[src/timer8_defs.svh]
// register map, field positions, source codes and reset values of the 8-bit timer pair
`ifndef TIMER8_DEFS_SVH
`define TIMER8_DEFS_SVH

// ----------------------------------------------------------------------------
// register byte addresses within one timer instance
// ----------------------------------------------------------------------------
`define T8_CTRL_ADR        5'h00
`define T8_COUNT_ADR       5'h04
`define T8_SCALE_ADR       5'h08
`define T8_BOUND_ADR       5'h0C
`define T8_INST1_BASE      5'h10
`define T8_MAP_SIZE        8'h20

// ----------------------------------------------------------------------------
// control register fields
// ----------------------------------------------------------------------------
`define T8_CTRL_SRC_HI     7
`define T8_CTRL_SRC_LO     4
`define T8_CTRL_PIN_HI     3
`define T8_CTRL_PIN_LO     2
`define T8_CTRL_PWM_BIT    1
`define T8_CTRL_RES7_BIT   0

// ----------------------------------------------------------------------------
// scaling register fields
// ----------------------------------------------------------------------------
`define T8_SCALE_RED_BIT   7
`define T8_SCALE_PRE_HI    6
`define T8_SCALE_PRE_LO    5
`define T8_SCALE_DIV_HI    4
`define T8_SCALE_DIV_LO    0

// ----------------------------------------------------------------------------
// clock source codes in the control upper nibble
// ----------------------------------------------------------------------------
`define T8_SRC_OFF         4'h0
`define T8_SRC_SYS         4'h1
`define T8_SRC_HRC         4'h2
`define T8_SRC_LRC         4'h3
`define T8_SRC_SLRC        4'h4
`define T8_SRC_PIN0        4'h5
`define T8_SRC_PIN1        4'h6
`define T8_SRC_PIN2        4'h7
`define T8_SRC_CMP         4'h8

// ----------------------------------------------------------------------------
// reset values and wrap points
// ----------------------------------------------------------------------------
`define T8_REG_RST         8'h00
`define T8_TOP_8BIT        8'hFF
`define T8_TOP_7BIT        8'h7F
`define T8_TOP_6BIT        8'h3F

`endif

[src/timer8_pkg.sv]
// types and shared decode functions of the 8-bit timer pair
`include "timer8_defs.svh"

package timer8_pkg;

  typedef logic [7:0] reg8_t;

  typedef enum logic [1:0] {
    MODE_PERIOD,
    MODE_PWM8,
    MODE_PWM7,
    MODE_PWM6
  } mode_e;

  // last prescaler count for ratio 1, 4, 16 or 64
  function automatic logic [5:0] prescale_last(input logic [1:0] sel);
    unique case (sel)
      2'h0: prescale_last = 6'h00;
      2'h1: prescale_last = 6'h03;
      2'h2: prescale_last = 6'h0F;
      2'h3: prescale_last = 6'h3F;
    endcase
  endfunction : prescale_last

  // operating mode from control and scaling bytes
  function automatic mode_e decode_mode(input reg8_t ctrl, input reg8_t scal);
    if (!ctrl[`T8_CTRL_PWM_BIT])
      decode_mode = MODE_PERIOD;
    else if (!scal[`T8_SCALE_RED_BIT])
      decode_mode = MODE_PWM8;
    else if (ctrl[`T8_CTRL_RES7_BIT])
      decode_mode = MODE_PWM7;
    else
      decode_mode = MODE_PWM6;
  endfunction : decode_mode

  // counter wrap point in the pwm modes
  function automatic reg8_t pwm_top(input mode_e mode);
    unique case (mode)
      MODE_PWM7: pwm_top = `T8_TOP_7BIT;
      MODE_PWM6: pwm_top = `T8_TOP_6BIT;
      default:   pwm_top = `T8_TOP_8BIT;
    endcase
  endfunction : pwm_top

endpackage : timer8_pkg

[src/timer8_scaler.sv]
// prescaler and 5-bit scaler producing the scaled timer clock tick
`timescale 1ns/100ps

module timer8_scaler (
  input  wire logic       clk_i,
  input  wire logic       rst_i,
  input  wire logic       src_tick_i,
  input  wire logic [1:0] pre_sel_i,
  input  wire logic [4:0] div_i,
  output logic            tick_o
);
  import timer8_pkg::*;

  logic [5:0] pre_cnt_r;
  logic [4:0] div_cnt_r;
  logic       pre_done;

  // prescaler wraps at 1, 4, 16 or 64 source edges [RULE_05]
  assign pre_done = src_tick_i && (pre_cnt_r >= prescale_last(pre_sel_i));

  always_ff @(posedge clk_i) begin
    if (rst_i) begin
      pre_cnt_r <= 6'h00;
    end else if (src_tick_i) begin
      pre_cnt_r <= pre_done ? 6'h00 : pre_cnt_r + 6'h01;
    end
  end

  // scaler divides prescaled edges by field plus one [RULE_06]
  always_ff @(posedge clk_i) begin
    if (rst_i) begin
      div_cnt_r <= 5'h00;
    end else if (pre_done) begin
      div_cnt_r <= (div_cnt_r >= div_i) ? 5'h00 : div_cnt_r + 5'h01;
    end
  end

  assign tick_o = pre_done && (div_cnt_r >= div_i);

endmodule : timer8_scaler

[src/timer8_period_pwm.sv]
// two 8-bit up-counting timers with period and pwm modes behind a wishbone slave
//
// Summary of operation
// [RULE_01] control upper nibble picks the timer clock source among eight inputs
// [RULE_02] high rc source keeps clocking the timer while the emulator halts
// [RULE_03] control bits 3:2 pick one of three output pins per instance
// [RULE_04] selected pin is driven by the timer regardless of port direction
// [RULE_05] scaling bits 6:5 prescale the source by 1, 4, 16 or 64
// [RULE_06] scaling bits 4:0 further divide by field value plus one
// [RULE_07] counter counts up only, 8 bits, readable and writable by software
// [RULE_08] counter returns to zero when it reaches the upper bound
// [RULE_09] period mode gives a periodic wave and event, pwm mode a pwm wave
// [RULE_10] period mode output toggles on each bound match, 50 percent duty
// [RULE_11] control bit 1 set and scaling bit 7 clear selects 8-bit pwm
// [RULE_12] 8-bit pwm period is 256 ticks, high for bound plus one ticks
// [RULE_13] bound of 255 in 8-bit pwm keeps the output constantly high
// [RULE_14] pwm resolution is selectable between 6, 7 and 8 bits
// [RULE_15] with comparator gating built in, pwm output stops while comparator is 1
// [RULE_16] slow low rc source keeps the timer running and waking in sleep
// [RULE_17] second instance duplicates the first with its own registers and pins
// [RULE_18] 6-bit pwm period is 64 ticks, high for bound plus one ticks
// [RULE_19] software enables the slow low rc oscillator before relying on it
// [RULE_20] scaling bit 7 set in pwm mode reduces the counter modulus
// [RULE_21] a match flag pulses whenever the counter meets the upper bound
`timescale 1ns/100ps

`include "timer8_defs.svh"

module timer8_period_pwm #(
  parameter int  ADR_W   = 8,
  parameter bit  GATE_EN = 1'b0
) (
  input  wire logic             clk_i,
  input  wire logic             rst_i,
  // wishbone classic slave
  input  wire logic             wb_cyc_i,
  input  wire logic             wb_stb_i,
  input  wire logic             wb_we_i,
  input  wire logic [ADR_W-1:0] wb_adr_i,
  input  wire logic [3:0]       wb_sel_i,
  input  wire logic [31:0]      wb_dat_i,
  output logic      [31:0]      wb_dat_o,
  output logic                  wb_ack_o,
  // clock sources, all synchronous levels
  input  wire logic             hrc_i,
  input  wire logic             lrc_i,
  input  wire logic             slow_lrc_i,
  input  wire logic [2:0]       src_pin_i,
  input  wire logic             cmp_i,
  // chip state
  input  wire logic             ice_halt_i,
  input  wire logic             sleep_i,
  // timer outputs: instance 0 on bits 2:0, instance 1 on bits 5:3
  output logic      [5:0]       tmr_pin_o,
  output logic      [5:0]       tmr_pin_oe_o,
  output logic      [1:0]       match_o,
  output logic                  wake_o
);
  import timer8_pkg::*;

  localparam int N_TMR = 2;

  // refuse an address bus too narrow for both register banks
  if (ADR_W < 6) begin : g_adr_w_check
    $error("timer8_period_pwm: ADR_W must be at least 6");
  end

  // --------------------------------------------------------------------------
  // register storage, one entry per instance
  // --------------------------------------------------------------------------
  reg8_t ctrl_r  [N_TMR];
  reg8_t scale_r [N_TMR];
  reg8_t bound_r [N_TMR];
  reg8_t cnt_r   [N_TMR];
  logic  wave_r  [N_TMR];

  logic [6:0]  src_prev_r;
  logic [6:0]  src_lvl;
  logic        ack_r;
  logic [31:0] rdata_r;

  logic        bus_req;
  logic        bus_wr;
  logic        wr_ok;
  logic        in_map;
  logic        inst_sel;
  logic [4:0]  reg_adr;

  logic        src_tick [N_TMR];
  logic        tmr_tick [N_TMR];
  logic        hit      [N_TMR];
  logic        wrap     [N_TMR];
  logic        wr_cnt   [N_TMR];
  mode_e       mode     [N_TMR];

  // --------------------------------------------------------------------------
  // bus decode
  // --------------------------------------------------------------------------
  // a request is taken in the cycle before ack rises
  assign bus_req  = wb_cyc_i && wb_stb_i && !ack_r;
  assign bus_wr   = bus_req && wb_we_i && wb_sel_i[0];
  assign in_map   = (wb_adr_i < ADR_W'(`T8_MAP_SIZE));
  assign inst_sel = wb_adr_i[4];
  assign reg_adr  = {1'b0, wb_adr_i[3:0]};
  assign wr_ok    = bus_wr && in_map;

  // register selected by the current access
  // every input is an argument, so continuous callers see each change
  function automatic logic wr_hit(input logic ok, input logic sel, input logic inst,
                                  input logic [4:0] adr, input logic [4:0] target);
    wr_hit = ok && (sel == inst) && (adr == target);
  endfunction : wr_hit

  // --------------------------------------------------------------------------
  // source edge detection shared by both instances
  // --------------------------------------------------------------------------
  assign src_lvl = {cmp_i, src_pin_i, slow_lrc_i, lrc_i, hrc_i};

  // previous level of every source for rising-edge detection
  always_ff @(posedge clk_i) begin
    if (rst_i) begin
      src_prev_r <= 7'h00;
    end else begin
      src_prev_r <= src_lvl;
    end
  end

  // source edge of one instance, gated by halt and sleep
  // sources are levels sampled on clk_i, so each needs two clocks per period;
  // faster oscillators alias and lose edges
  function automatic logic pick_source(input logic [3:0] code, input logic [6:0] lvl,
                                       input logic [6:0] prev, input logic halt, input logic slp);
    logic [6:0] rise;
    logic       edge_sel;
    rise = lvl & ~prev;
    edge_sel = 1'b0;
    unique case (code)
      `T8_SRC_SYS:  edge_sel = 1'b1;
      `T8_SRC_HRC:  edge_sel = rise[0];
      `T8_SRC_LRC:  edge_sel = rise[1];
      `T8_SRC_SLRC: edge_sel = rise[2];
      `T8_SRC_PIN0: edge_sel = rise[3];
      `T8_SRC_PIN1: edge_sel = rise[4];
      `T8_SRC_PIN2: edge_sel = rise[5];
      `T8_SRC_CMP:  edge_sel = rise[6];
      default:      edge_sel = 1'b0;
    endcase
    // only the slow low rc survives sleep, only the high rc survives halt
    if (slp && (code != `T8_SRC_SLRC)) begin
      edge_sel = 1'b0;
    end
    if (halt && (code != `T8_SRC_HRC)) begin
      edge_sel = 1'b0;
    end
    pick_source = edge_sel;
  endfunction : pick_source

  // --------------------------------------------------------------------------
  // per-instance tick path and match decode
  // --------------------------------------------------------------------------
  for (genvar g = 0; g < N_TMR; g++) begin : g_tmr
    // source select with emulator and sleep gating [RULE_01] [RULE_02] [RULE_16]
    assign src_tick[g] = pick_source(ctrl_r[g][`T8_CTRL_SRC_HI:`T8_CTRL_SRC_LO], src_lvl,
                                     src_prev_r, ice_halt_i, sleep_i);

    // identical divider chain per instance [RULE_17]
    timer8_scaler u_scaler (
      .clk_i      (clk_i),
      .rst_i      (rst_i),
      .src_tick_i (src_tick[g]),
      .pre_sel_i  (scale_r[g][`T8_SCALE_PRE_HI:`T8_SCALE_PRE_LO]),
      .div_i      (scale_r[g][`T8_SCALE_DIV_HI:`T8_SCALE_DIV_LO]),
      .tick_o     (tmr_tick[g])
    );

    // mode from control bits 1 and 0 and scaling bit 7 [RULE_11] [RULE_14] [RULE_20]
    assign mode[g] = decode_mode(ctrl_r[g], scale_r[g]);

    // counter meets the bound on a scaled tick
    assign hit[g] = tmr_tick[g] && (cnt_r[g] == bound_r[g]);

    // period mode wraps at the bound, pwm modes at their modulus [RULE_08] [RULE_20]
    assign wrap[g] = (mode[g] == MODE_PERIOD) ? hit[g]
                                              : (tmr_tick[g] && (cnt_r[g] >= pwm_top(mode[g])));

    // software write strobe of this instance's counter
    assign wr_cnt[g] = wr_hit(wr_ok, inst_sel, 1'(g), reg_adr, `T8_COUNT_ADR);
  end

  // --------------------------------------------------------------------------
  // configuration registers
  // --------------------------------------------------------------------------
  // control, scaling and bound writes
  always_ff @(posedge clk_i) begin
    if (rst_i) begin
      for (int i = 0; i < N_TMR; i++) begin
        ctrl_r[i]  <= `T8_REG_RST;
        scale_r[i] <= `T8_REG_RST;
        bound_r[i] <= `T8_REG_RST;
      end
    end else begin
      for (int i = 0; i < N_TMR; i++) begin
        if (wr_hit(wr_ok, inst_sel, i[0], reg_adr, `T8_CTRL_ADR)) begin
          ctrl_r[i] <= wb_dat_i[7:0];
        end
        if (wr_hit(wr_ok, inst_sel, i[0], reg_adr, `T8_SCALE_ADR)) begin
          scale_r[i] <= wb_dat_i[7:0];
        end
        if (wr_hit(wr_ok, inst_sel, i[0], reg_adr, `T8_BOUND_ADR)) begin
          bound_r[i] <= wb_dat_i[7:0];
        end
      end
    end
  end

  // --------------------------------------------------------------------------
  // up counter
  // --------------------------------------------------------------------------
  // software write wins over a tick in the same cycle
  // period mode wraps at the bound, pwm modes at their modulus
  always_ff @(posedge clk_i) begin
    if (rst_i) begin
      for (int i = 0; i < N_TMR; i++) begin
        cnt_r[i] <= `T8_REG_RST;
      end
    end else begin
      for (int i = 0; i < N_TMR; i++) begin
        if (wr_cnt[i]) begin
          cnt_r[i] <= wb_dat_i[7:0];                               // [RULE_07]
        end else if (wrap[i]) begin
          cnt_r[i] <= 8'h00;                                       // [RULE_08]
        end else if (tmr_tick[i]) begin
          cnt_r[i] <= cnt_r[i] + 8'h01;                            // [RULE_07]
        end
      end
    end
  end

  // --------------------------------------------------------------------------
  // waveform generation
  // --------------------------------------------------------------------------
  // period mode toggles per match; pwm high while count is within the bound
  always_ff @(posedge clk_i) begin
    if (rst_i) begin
      for (int i = 0; i < N_TMR; i++) begin
        wave_r[i] <= 1'b0;
      end
    end else begin
      for (int i = 0; i < N_TMR; i++) begin
        if (mode[i] == MODE_PERIOD) begin
          if (hit[i]) begin
            wave_r[i] <= !wave_r[i];                               // [RULE_09] [RULE_10]
          end
        end else if (GATE_EN && cmp_i) begin
          wave_r[i] <= 1'b0;                                       // [RULE_15]
        end else begin
          // high for bound plus one counts of the modulus [RULE_12] [RULE_13] [RULE_18]
          wave_r[i] <= (cnt_r[i] <= bound_r[i]);                   // [RULE_09]
        end
      end
    end
  end

  // --------------------------------------------------------------------------
  // pin steering
  // --------------------------------------------------------------------------
  // drive and enable only the selected pin of each instance
  always_ff @(posedge clk_i) begin
    if (rst_i) begin
      tmr_pin_o    <= 6'h00;
      tmr_pin_oe_o <= 6'h00;
    end else begin
      for (int i = 0; i < N_TMR; i++) begin
        for (int p = 0; p < 3; p++) begin
          // select code 1..3 forces pin p regardless of direction [RULE_03] [RULE_04]
          if (ctrl_r[i][`T8_CTRL_PIN_HI:`T8_CTRL_PIN_LO] == 2'(p + 1)) begin
            tmr_pin_o[i*3+p]    <= wave_r[i];
            tmr_pin_oe_o[i*3+p] <= 1'b1;
          end else begin
            tmr_pin_o[i*3+p]    <= 1'b0;
            tmr_pin_oe_o[i*3+p] <= 1'b0;
          end
        end
      end
    end
  end

  // --------------------------------------------------------------------------
  // match and wake events
  // --------------------------------------------------------------------------
  // one-cycle pulse per bound match in every mode
  always_ff @(posedge clk_i) begin
    if (rst_i) begin
      match_o <= 2'h0;
    end else begin
      for (int i = 0; i < N_TMR; i++) begin
        match_o[i] <= hit[i];                                      // [RULE_21] [RULE_09]
      end
    end
  end

  // wake while asleep on a slow low rc match of either instance
  always_ff @(posedge clk_i) begin
    if (rst_i) begin
      wake_o <= 1'b0;
    end else begin
      wake_o <= sleep_i && (hit[0] || hit[1]);                     // [RULE_16]
    end
  end

  // --------------------------------------------------------------------------
  // wishbone answer
  // --------------------------------------------------------------------------
  // ack one cycle after the request, dropped the cycle after
  always_ff @(posedge clk_i) begin
    if (rst_i) begin
      ack_r <= 1'b0;
    end else begin
      ack_r <= bus_req;
    end
  end

  // read data captured with the ack; unmapped addresses read zero
  // address bit 4 picks the instance, bits 3:0 the register
  always_ff @(posedge clk_i) begin
    if (rst_i) begin
      rdata_r <= 32'h0000_0000;
    end else if (bus_req && !wb_we_i) begin
      rdata_r <= 32'h0000_0000;
      if (in_map) begin
        unique case (reg_adr)
          `T8_CTRL_ADR:  rdata_r[7:0] <= ctrl_r[inst_sel];
          `T8_COUNT_ADR: rdata_r[7:0] <= cnt_r[inst_sel];          // [RULE_07]
          `T8_SCALE_ADR: rdata_r[7:0] <= scale_r[inst_sel];
          `T8_BOUND_ADR: rdata_r[7:0] <= bound_r[inst_sel];
          default:       rdata_r[7:0] <= 8'h00;
        endcase
      end
    end
  end

  assign wb_ack_o = ack_r;
  assign wb_dat_o = rdata_r;

endmodule : timer8_period_pwm

[config.mk]
export PLATFORM = sky130hd
export DESIGN_NAME = timer8_period_pwm
export DESIGN_NICKNAME = d
export VERILOG_FILES = /design/src/timer8_pkg.sv /design/src/timer8_scaler.sv /design/src/timer8_period_pwm.sv
export VERILOG_INCLUDE_DIRS = /design/src /design/src/src
export SDC_FILE = /design/constraint.sdc
export NUM_CORES = 1
export LEC_CHECK = 0
export ABC_AREA = 0
export BUFFER_PORTS_ARGS = -buffer_cell sky130_fd_sc_hd__buf_2
export CELL_PAD_IN_SITES_DETAIL_PLACEMENT = 2
export CELL_PAD_IN_SITES_GLOBAL_PLACEMENT = 2
export CORE_MARGIN = 2
export CORE_UTILIZATION = 40
export DETAILED_ROUTE_END_ITERATION = 8
export GPL_TIMING_DRIVEN = 0
export PLACE_DENSITY = 0.86
export SYNTH_ARGS = -nofsm -noshare
export SYNTH_HDL_FRONTEND = slang
export SYNTH_HIERARCHICAL = 1
export SYNTH_SLANG_ARGS = --single-unit
[constraint.sdc]
create_clock -name clk_i -period 9.1 [get_ports clk_i]
set_input_delay 1.82 -clock clk_i [delete_from_list [all_inputs] [get_ports clk_i]]
set_output_delay 1.82 -clock clk_i [all_outputs]
set_load 0.03 [all_outputs]
# Word level (Yosys, flattened, before mapping)
# Memory sizes are Yosys's and may differ from the RTL's.
# Cells that the tools add are included.
# word_totals
ff_bits,53
mem_bits_rw,66
inputBits,58
out_inout_bits,48
elab_cells,251
n_memories,5
# memory_table
memory,words,word_bits,read_ports,rd_ports_with_merged_regs,write_ports,line,text
bound_r,2,8,3,0,2,timer8_period_pwm.sv:73,reg8_t bound_r [N_TMR];
cnt_r,2,8,3,0,2,timer8_period_pwm.sv:74,reg8_t cnt_r [N_TMR];
ctrl_r,2,8,3,0,2,timer8_period_pwm.sv:71,reg8_t ctrl_r [N_TMR];
scale_r,2,8,3,0,2,timer8_period_pwm.sv:72,reg8_t scale_r [N_TMR];
wave_r,2,1,2,0,2,timer8_period_pwm.sv:75,logic wave_r [N_TMR];
# classes
n_addsub,6
n_lt_le_gt_ge,9
n_eq_ne,41
n_mux,104
n_bitwise,25
reduce_logical,45
# op_table
operator,n
$mux W8,13
$mux W1,76
$pmux W6 S4,2
$eq A4 B3 Y1 const B,9
$pmux W8 S2,2
$pmux W8 S4,1
$logic_and A1 B1 Y1,29
$eq A2 B2 Y1 const B,12
$add A8 B1 Y8 const B,2
$eq A4 B2 Y1 const B,4
$eq A4 B4 Y1 const B,4
$eq A8 B8 Y1,2
$ge A8 B8 Y1,2
$le A8 B8 Y1,2
$or A1 B1 Y1,16
$pmux W1 S8,2
$add A6 B1 Y6 const B,2
$ge A6 B6 Y1,2
$mux W6,2
$reduce_or A2 Y1,6
$add A5 B1 Y5 const B,2
$ge A5 B5 Y1,2
$mux W5,2
$eq A2 B1 Y1 const B,4
other kinds (12),30

# Longest topological paths before layout
# Gate-level depths: netlist of the first run.
# depth
depth_word,15
ltp_mapped,16
mapped_depth_nobuf,14

# By module
# Netlist of the first run, hierarchy kept.
# by_module_without_submodules
mod,instances,cells_per_inst,area_each_um2,seq_area_each_um2
timer8_period_pwm,1,483,5242.5,2602.5
timer8_scaler,2,91,810.8,220.2

# Least setup slack after synthesis of the first run
# No wires, ideal clock.
# synth_timing
kind,in2reg
startpoint,input port hrc_i
endpoint,memory cnt_r[1][1] in the netlist's numbering (data pin)
setup_ps,254
t_arrival_ps,4518
required_ps,8846
setup_slack_ps,4328
path_stages,13
n_path_buf,1
cell_sequence,nor4bb_1 -> a21oi_1 -> or3_1 -> a31oi_1 -> buf_6 -> nand3_4 -> o31a_4 -> nor2_1 -> inv_1 -> or3_1 -> or2_2 -> nand3_4 -> a2bb2o_4
# synth_rtl
element,line,text
from (decl),timer8_period_pwm.sv:45,"input wire logic hrc_i,"
to (decl),timer8_period_pwm.sv:74,

==> results_dict.tcl, run 1 <==
set metrics [dict create \
    synth_flop_cell "edfxtp_1" \
    p_comb_share_pct 9.4 \
    rsz0062_at_grt "false" \
    yosys-top-cells-area "edfxtp_1 29%, dfxtp_1 15%, ha_1 8.7%" \
    io_buffers 54 \
    clockBufferDepth 2 \
    core-area_sq_um 16700 \
    skew_ns 0.0109 \
    clock.fmax_mhz 197 \
    p_leak_nw 3.44 \
    worstPathArrival_ns 5.26 \
    crit_fanout 8 \
    synth_cells 665 \
    seqPwrFrac_pct 42.6 \
    critPathRequiredTime_ns 9.28 \
    finalSetupTns_ns 0 \
    layout-drive-gt1-share_pct 18.5 \
    ctsResizeCount 0 \
    clockPowerShare_pct 48.0 \
    slowest_stage "or3_1" \
    grt_overflow 0 \
    slowest_delay_ns 0.50 \
    route.detailed.drc 0 \
    fillers 1765 \
    period_share_pct 55.8 \
    drt_iter0_drc 325 \
    first_pass_iters 4 \
    place_hpwl_mm 16.7 \
    placed_area_sq_um 7500 \
    cp-start-kind "input pin" \
    synth_top_area_share_pct 28.9 \
    diodes 0 \
    cts_root_buf "clkbuf_16" \
    synth-edff-count 66 \
    dpl.cell_count 962 \
    grt_usage_pct 27.1 \
    crit_path_end_kind "register" \
    ios 106 \
    final_nets 868 \
    antenna_found_initial 0 \
    ys_warn_count 6 \
    setup_violations 0 \
    postCtsSetupBuffers 0 \
    p_sw_share_pct 25.2 \
    instances_no_fill 995 \
    clock_latency_ns 0.43 \
    grt_max_degree 17 \
    final_common_cell "edfxtp_1" \
    final_core_util_pct 48.5 \
    outcome "complete, no violations" \
    layout_common_cells "66 x edfxtp_1, 55 x buf_2, 53 x dfxtp_1" \
    max_slew.worst_pin.slew_ns 1.10 \
    critical_path_class "in2reg" \
    via_per_inst 5.65 \
    area_growth_pct 18.0 \
    die_height_um 135 \
    path_buf_inv 3 \
    vias 5622 \
    p_per_area_nw_per_um2 174 \
    clk_pin_slew_ns 0.06 \
    path_cells "buf_2 > nor4bb_1 > a21oi_1 > or3_1 > a31oi_1 > buf_6 > nand3_4 > o31a_4 > nor2_1 > inv_1 > or3_1 > or2_2 > nand3_4 > a2bb2o_4" \
    relSlewSlack_pct 25.5 \
    start_util_pct 41.1 \
    power.switching_mw 0.355 \
    syn_area_per_cell_sq_um 10.3 \
    drt-wirelength-per-cell_um 23.7 \
    cts_buffers 17 \
    grt_pass1_vias 6268 \
    chipWidth_um 135 \
    synth_cell_type_count 63 \
    place_congestion 0.932 \
    synth_seq_cells 119 \
    hold_viol 0 \
    internal_power_mw 1.05 \
    ant_nets 0 \
    hold_slack_ns 0.480 \
    wl_mm 23.6 \
    synth_area_sq_um 6860 \
    yosysSeqAreaShare_pct 44.3 \
    cts.sinks 119 \
    rows 47 \
    hold_class "reg2reg" \
    synth-async-reset-ratio_pct 0 \
    yosys.area.top_type "edfxtp_1" \
    cts_tree "yes" \
    critPathTopFamily "simple AND/OR/NAND/NOR gates" \
    drv_slew 0 \
    vdd_ir_drop_max_uv 130 \
    grt_pass1_wl_mm 36.6 \
    fin_area_sq_um 8100 \
    htreeDepth 4 \
    die-area_sq_um 18200 \
    ctsHoldBuffers 0 \
    drv_cap 0 \
    layout_min_cycle_time_ns 5.08 \
]
[per-stage QoR]
| stage | total power, mW | setup WS [ns] |
|---|---|---|
| 3_3_place_gp | 0.728 | 3.65 |
| 4_1_cts | 1.41 | 4.02 |
| 5_1_grt | 1.45 | 3.86 |
| 2_1_floorplan | 0.689 | 4.33 |
| 6_report | 1.41 | 4.02 |
| 3_5_place_dp | 0.736 | 3.61 |
[layout make-up]
class                   instances  area [sq um]  share of cell area [%]
multi-input cells             488          3500                    43.2
plain buffers                  41           260                    3.21
clock buffers                  27           567                    7.00
inverters                      40           150                    1.85
flip-flops and latches        119          3040                    37.6
repair buffers                 55           275                    3.40
well taps                     220           275                    3.40
clock inverters                 5          28.8                   0.355
[Yosys cell counts, drive strengths merged, types with 7 or more instances]
cell type / number
clkbuf: 12
a22o: 16
mux2i: 19
o2bb2ai: 7
dfxtp: 53
a21oi: 29
xor2: 14
xnor2: 8
nor2: 37
nor3b: 8
inv: 40
and2: 33
mux2: 7
nand3b: 7
a221o: 9
edfxtp: 66
buf: 29
nand2b: 8
nand3: 38
nor3: 7
o21ai: 23
o22ai: 8
nand4: 10
nor2b: 17
ha: 48
nand2: 47
a21o: 7
a31oi: 11
[flip-flops by register name, summed over array words and instances, names as in the netlist]
signal and count:
wave_r 2, src_prev_r 7, bound_r 16, g_tmr.u_scaler/pre_cnt_r 12, match_o 2, g_tmr.u_scaler/div_cnt_r 10
wake_o 1, wb_dat_o 8, wb_ack_o 1, cnt_r 16, tmr_pin_oe_o 6, tmr_pin_o 6
scale_r 16, ctrl_r 16
[layer usage]
layer / part of all wire (%) / up-vias / track usage (%)
met5: 0 / - / 0
met4: 2.6 / 0 / 10.0
met3: 4.0 / 39 / 4.13
met2: 53 / 156 / 49.6
met1: 40 / 2850 / 31.9
li1: - / 2577 / -
[power groups by stage]
stage | logic (mW) | clock network (mW) | registers, mW
floorplan | 0.0841 | 0 | 0.605
global placement | 0.119 | 0 | 0.609
CTS | 0.131 | 0.684 | 0.599
finish | 0.133 | 0.677 | 0.600
global route | 0.143 | 0.703 | 0.601
detailed placement | 0.126 | 0 | 0.610
[worst paths after layout]
check	start	end	slack, ns	cells past startpoint
worst min register to register	wb_dat_o[3]	wb_dat_o[3]	0.48	1
worst max register to register	ctrl_r[1][5]	cnt_r[1][1]	4.90	14
worst min-delay path	wb_dat_o[3]	wb_dat_o[3]	0.48	1
worst max-delay path	hrc_i	cnt_r[1][1]	4.02	14
[cells by family after synthesis]
| family | count (synthesis) | share of synthesized area [%] |
|---|---|---|
| AND/OR/NAND/NOR | 238 | 19.6 |
| AO/OA/AOI/OAI | 130 | 14.5 |
| XOR/XNOR | 22 | 2.81 |
| flip-flops | 119 | 44.3 |
| multiplexers | 26 | 3.92 |
| adder cells (fa/ha/maj) | 48 | 8.75 |
| buffers and inverters | 81 | 5.98 |
| other | 1 | 0.0546 |
No activity file was read; power rests on OpenSTA's default activity.
==> run 2: changes to the inputs <==
ABC_AREA = 1   (was 0)
CORE_UTILIZATION = 34   (was 40)
PLACE_DENSITY = 0.8   (was 0.86)
clock period = 5.3 ns   (was 9.1 ns; I/O delays follow)
==> run 2 against run 1 <==
  * Clock skew decreased by 0.0018 ns
  * Critical endpoint is now cnt_r[1][0]
  * Highest routed layer unchanged
  * Register-to-register slack worse by 3.3 ns
  * Sequential power up 70%
  * Largest power group unchanged
  * Clock power increased by 71%
  * Cell area is 3.2% higher
  * Combinational power grew 77%
  * Global-route usage fell by 3.7 points
  * Utilization shrank 7.5 points
  * Hold slack worse by 0.015 ns
  * Power grew 72%
==> results_dict.tcl, run 2 <==
set metrics [dict create \
    dpl.cell_count 1247 \
    postCtsSetupBuffers 0 \
    cts_buffers 17 \
    place_hpwl_mm 17.9 \
    synth-async-reset-ratio_pct 0 \
    relSlewSlack_pct 11.8 \
    synth_most_common_cell "nand2_1" \
    critical_path_class "in2reg" \
    p_leak_nw 3.97 \
    hold_viol 0 \
    synth_area_sq_um 7080 \
    final_common_cell "nand2_1" \
    cts_tree "yes" \
    start_util_pct 34.8 \
    synth-edff-count 66 \
    clock_latency_ns 0.43 \
    route.detailed.drc 0 \
    hold_class "reg2reg" \
    syn_area_per_cell_sq_um 7.87 \
    drt_iter0_drc 299 \
    clk_pin_slew_ns 0.06 \
    core-area_sq_um 20400 \
    yosysSeqAreaShare_pct 43.0 \
    ctsHoldBuffers 0 \
    setup_violations 0 \
    cts_root_buf "clkbuf_16" \
    diodes 0 \
    cts.sinks 119 \
    setup_ws_ns 1.51 \
    grt_usage_pct 23.4 \
    synth_top_area_share_pct 28.0 \
    first_pass_iters 4 \
    final_core_util_pct 41.0 \
    grt_max_degree 17 \
    ios 106 \
    clockBufferDepth 2 \
    layout_common_cells "241 x nand2_1, 133 x inv_1, 103 x nor2_1" \
    outcome "complete, no violations" \
    yosys.area.top_type "edfxtp_1" \
    place_congestion 0.833 \
    vias 6368 \
    max_slew.worst_pin.slew_ns 1.31 \
    io_buffers 54 \
    instances_no_fill 1279 \
    ctsResizeCount 0 \
    drv_slew 0 \
    worstPathArrival_ns 3.96 \
    finalPower_mw 2.42 \
    period_share_pct 71.5 \
    drv_cap 0 \
    final_nets 1102 \
    rows 52 \
    synth_seq_cells 119 \
    cp-start-kind "input pin" \
    die-area_sq_um 22000 \
    place_ws_ns 1.05 \
    synth_flop_cell "edfxtp_1" \
    synth_cell_type_count 39 \
    grt_pass1_wl_mm 38.8 \
    grt_overflow 0 \
    yosys-top-cells-area "edfxtp_1 28%, dfxtp_1 15%, nand2_1 13%" \
    p_per_area_nw_per_um2 290 \
    area_growth_pct 18.0 \
    synth_cells 900 \
    via_per_inst 4.98 \
    chipWidth_um 148 \
    layout-drive-gt1-share_pct 16.1 \
    skew_ns 0.00915 \
    ys_warn_count 6 \
    crit_path_end_kind "register" \
    synth.top_cells.by_count "241 x nand2_1, 133 x inv_1, 103 x nor2_1" \
    vdd_ir_drop_max_uv 192 \
    wl_mm 24.6 \
    clock.fmax_mhz 264 \
    htreeDepth 4 \
    drt-wirelength-per-cell_um 19.2 \
    ant_nets 0 \
    antenna_found_initial 0 \
    finalSetupTns_ns 0 \
    rsz0062_at_grt "false" \
    die_height_um 148 \
    critPathRequiredTime_ns 5.47 \
    grt_pass1_vias 6908 \
    layout_min_cycle_time_ns 3.79 \
    crit_fanout 10 \
]
run 2: path summary, 6_finish.rpt:
check                                   from          end  slack, ns  cells after the start
worst min-delay path             wb_dat_o[7]  wb_dat_o[7]       0.46                      2
worst max register to register  ctrl_r[1][6]  cnt_r[1][0]       1.56                     18
worst max-delay path            src_pin_i[1]  cnt_r[1][0]       1.51                     18
worst min register to register   wb_dat_o[7]  wb_dat_o[7]       0.46                      2
run 2: worst max-delay path, cell delays in order:
cell	delay (ns)
buf_2	0.07
inv_1	0.03
or2_2	0.29
o22ai_1	0.16
nand2_1	0.07
nand3_1	0.07
o21ai_0	0.09
nor2_1	0.63
buf_4	0.32
nand3_2	0.11
inv_1	0.16
inv_1	0.09
nor2_1	0.24
nand2_1	0.18
nand2_1	0.12
nor2_2	0.10
nand2_1	0.09
o21ai_1	0.06
run 2: layout make-up:
type                       instances  area [sq um]
clock buffer                      19           464
timing repair buffer              54           270
clock inverter                    13           118
inverter                         137           514
sequential                       119          3040
tap                              270           338
multi-input combinational        629          3360
fill                            2405         12000
buffer                            38           253
run 2: metal layers:
layer	track usage (%)	routed length, um
met5	0	0
met4	6.24	437
met3	4.54	1040
met2	42.1	12700
met1	28.6	10400
run 2: report_power, final:
group	switching (mW)	internal (mW)	leakage [nW]
registers	0.0228	0.999	1.10
logic	0.168	0.0684	2.59
clock network	0.475	0.689	0.288
total	0.666	1.76	3.97
run 2: stage by stage:
| step | area (sq um) | hold WS, ns |
|---|---|---|
| 6_report | 8360 | 0.465 |
| 3_3_place_gp | 7780 | 0.452 |
| 5_1_grt | 8360 | 0.497 |
| 4_1_cts | 8360 | 0.472 |
| 3_5_place_dp | 7780 | 0.463 |
| 2_1_floorplan | 7170 | 0.444 |
run 2: cell families after synthesis:
kind of cell               share of synthesized area [%]
and+or+nand+nor                                     28.5
muxes                                              0.283
adders and majority gates                           8.48
DFF                                                 43.0
AOI/OAI and AO/OA                                   6.57
buffers and inverters                               10.8
xor gates and xnor gates                            2.35
other                                             0.0529
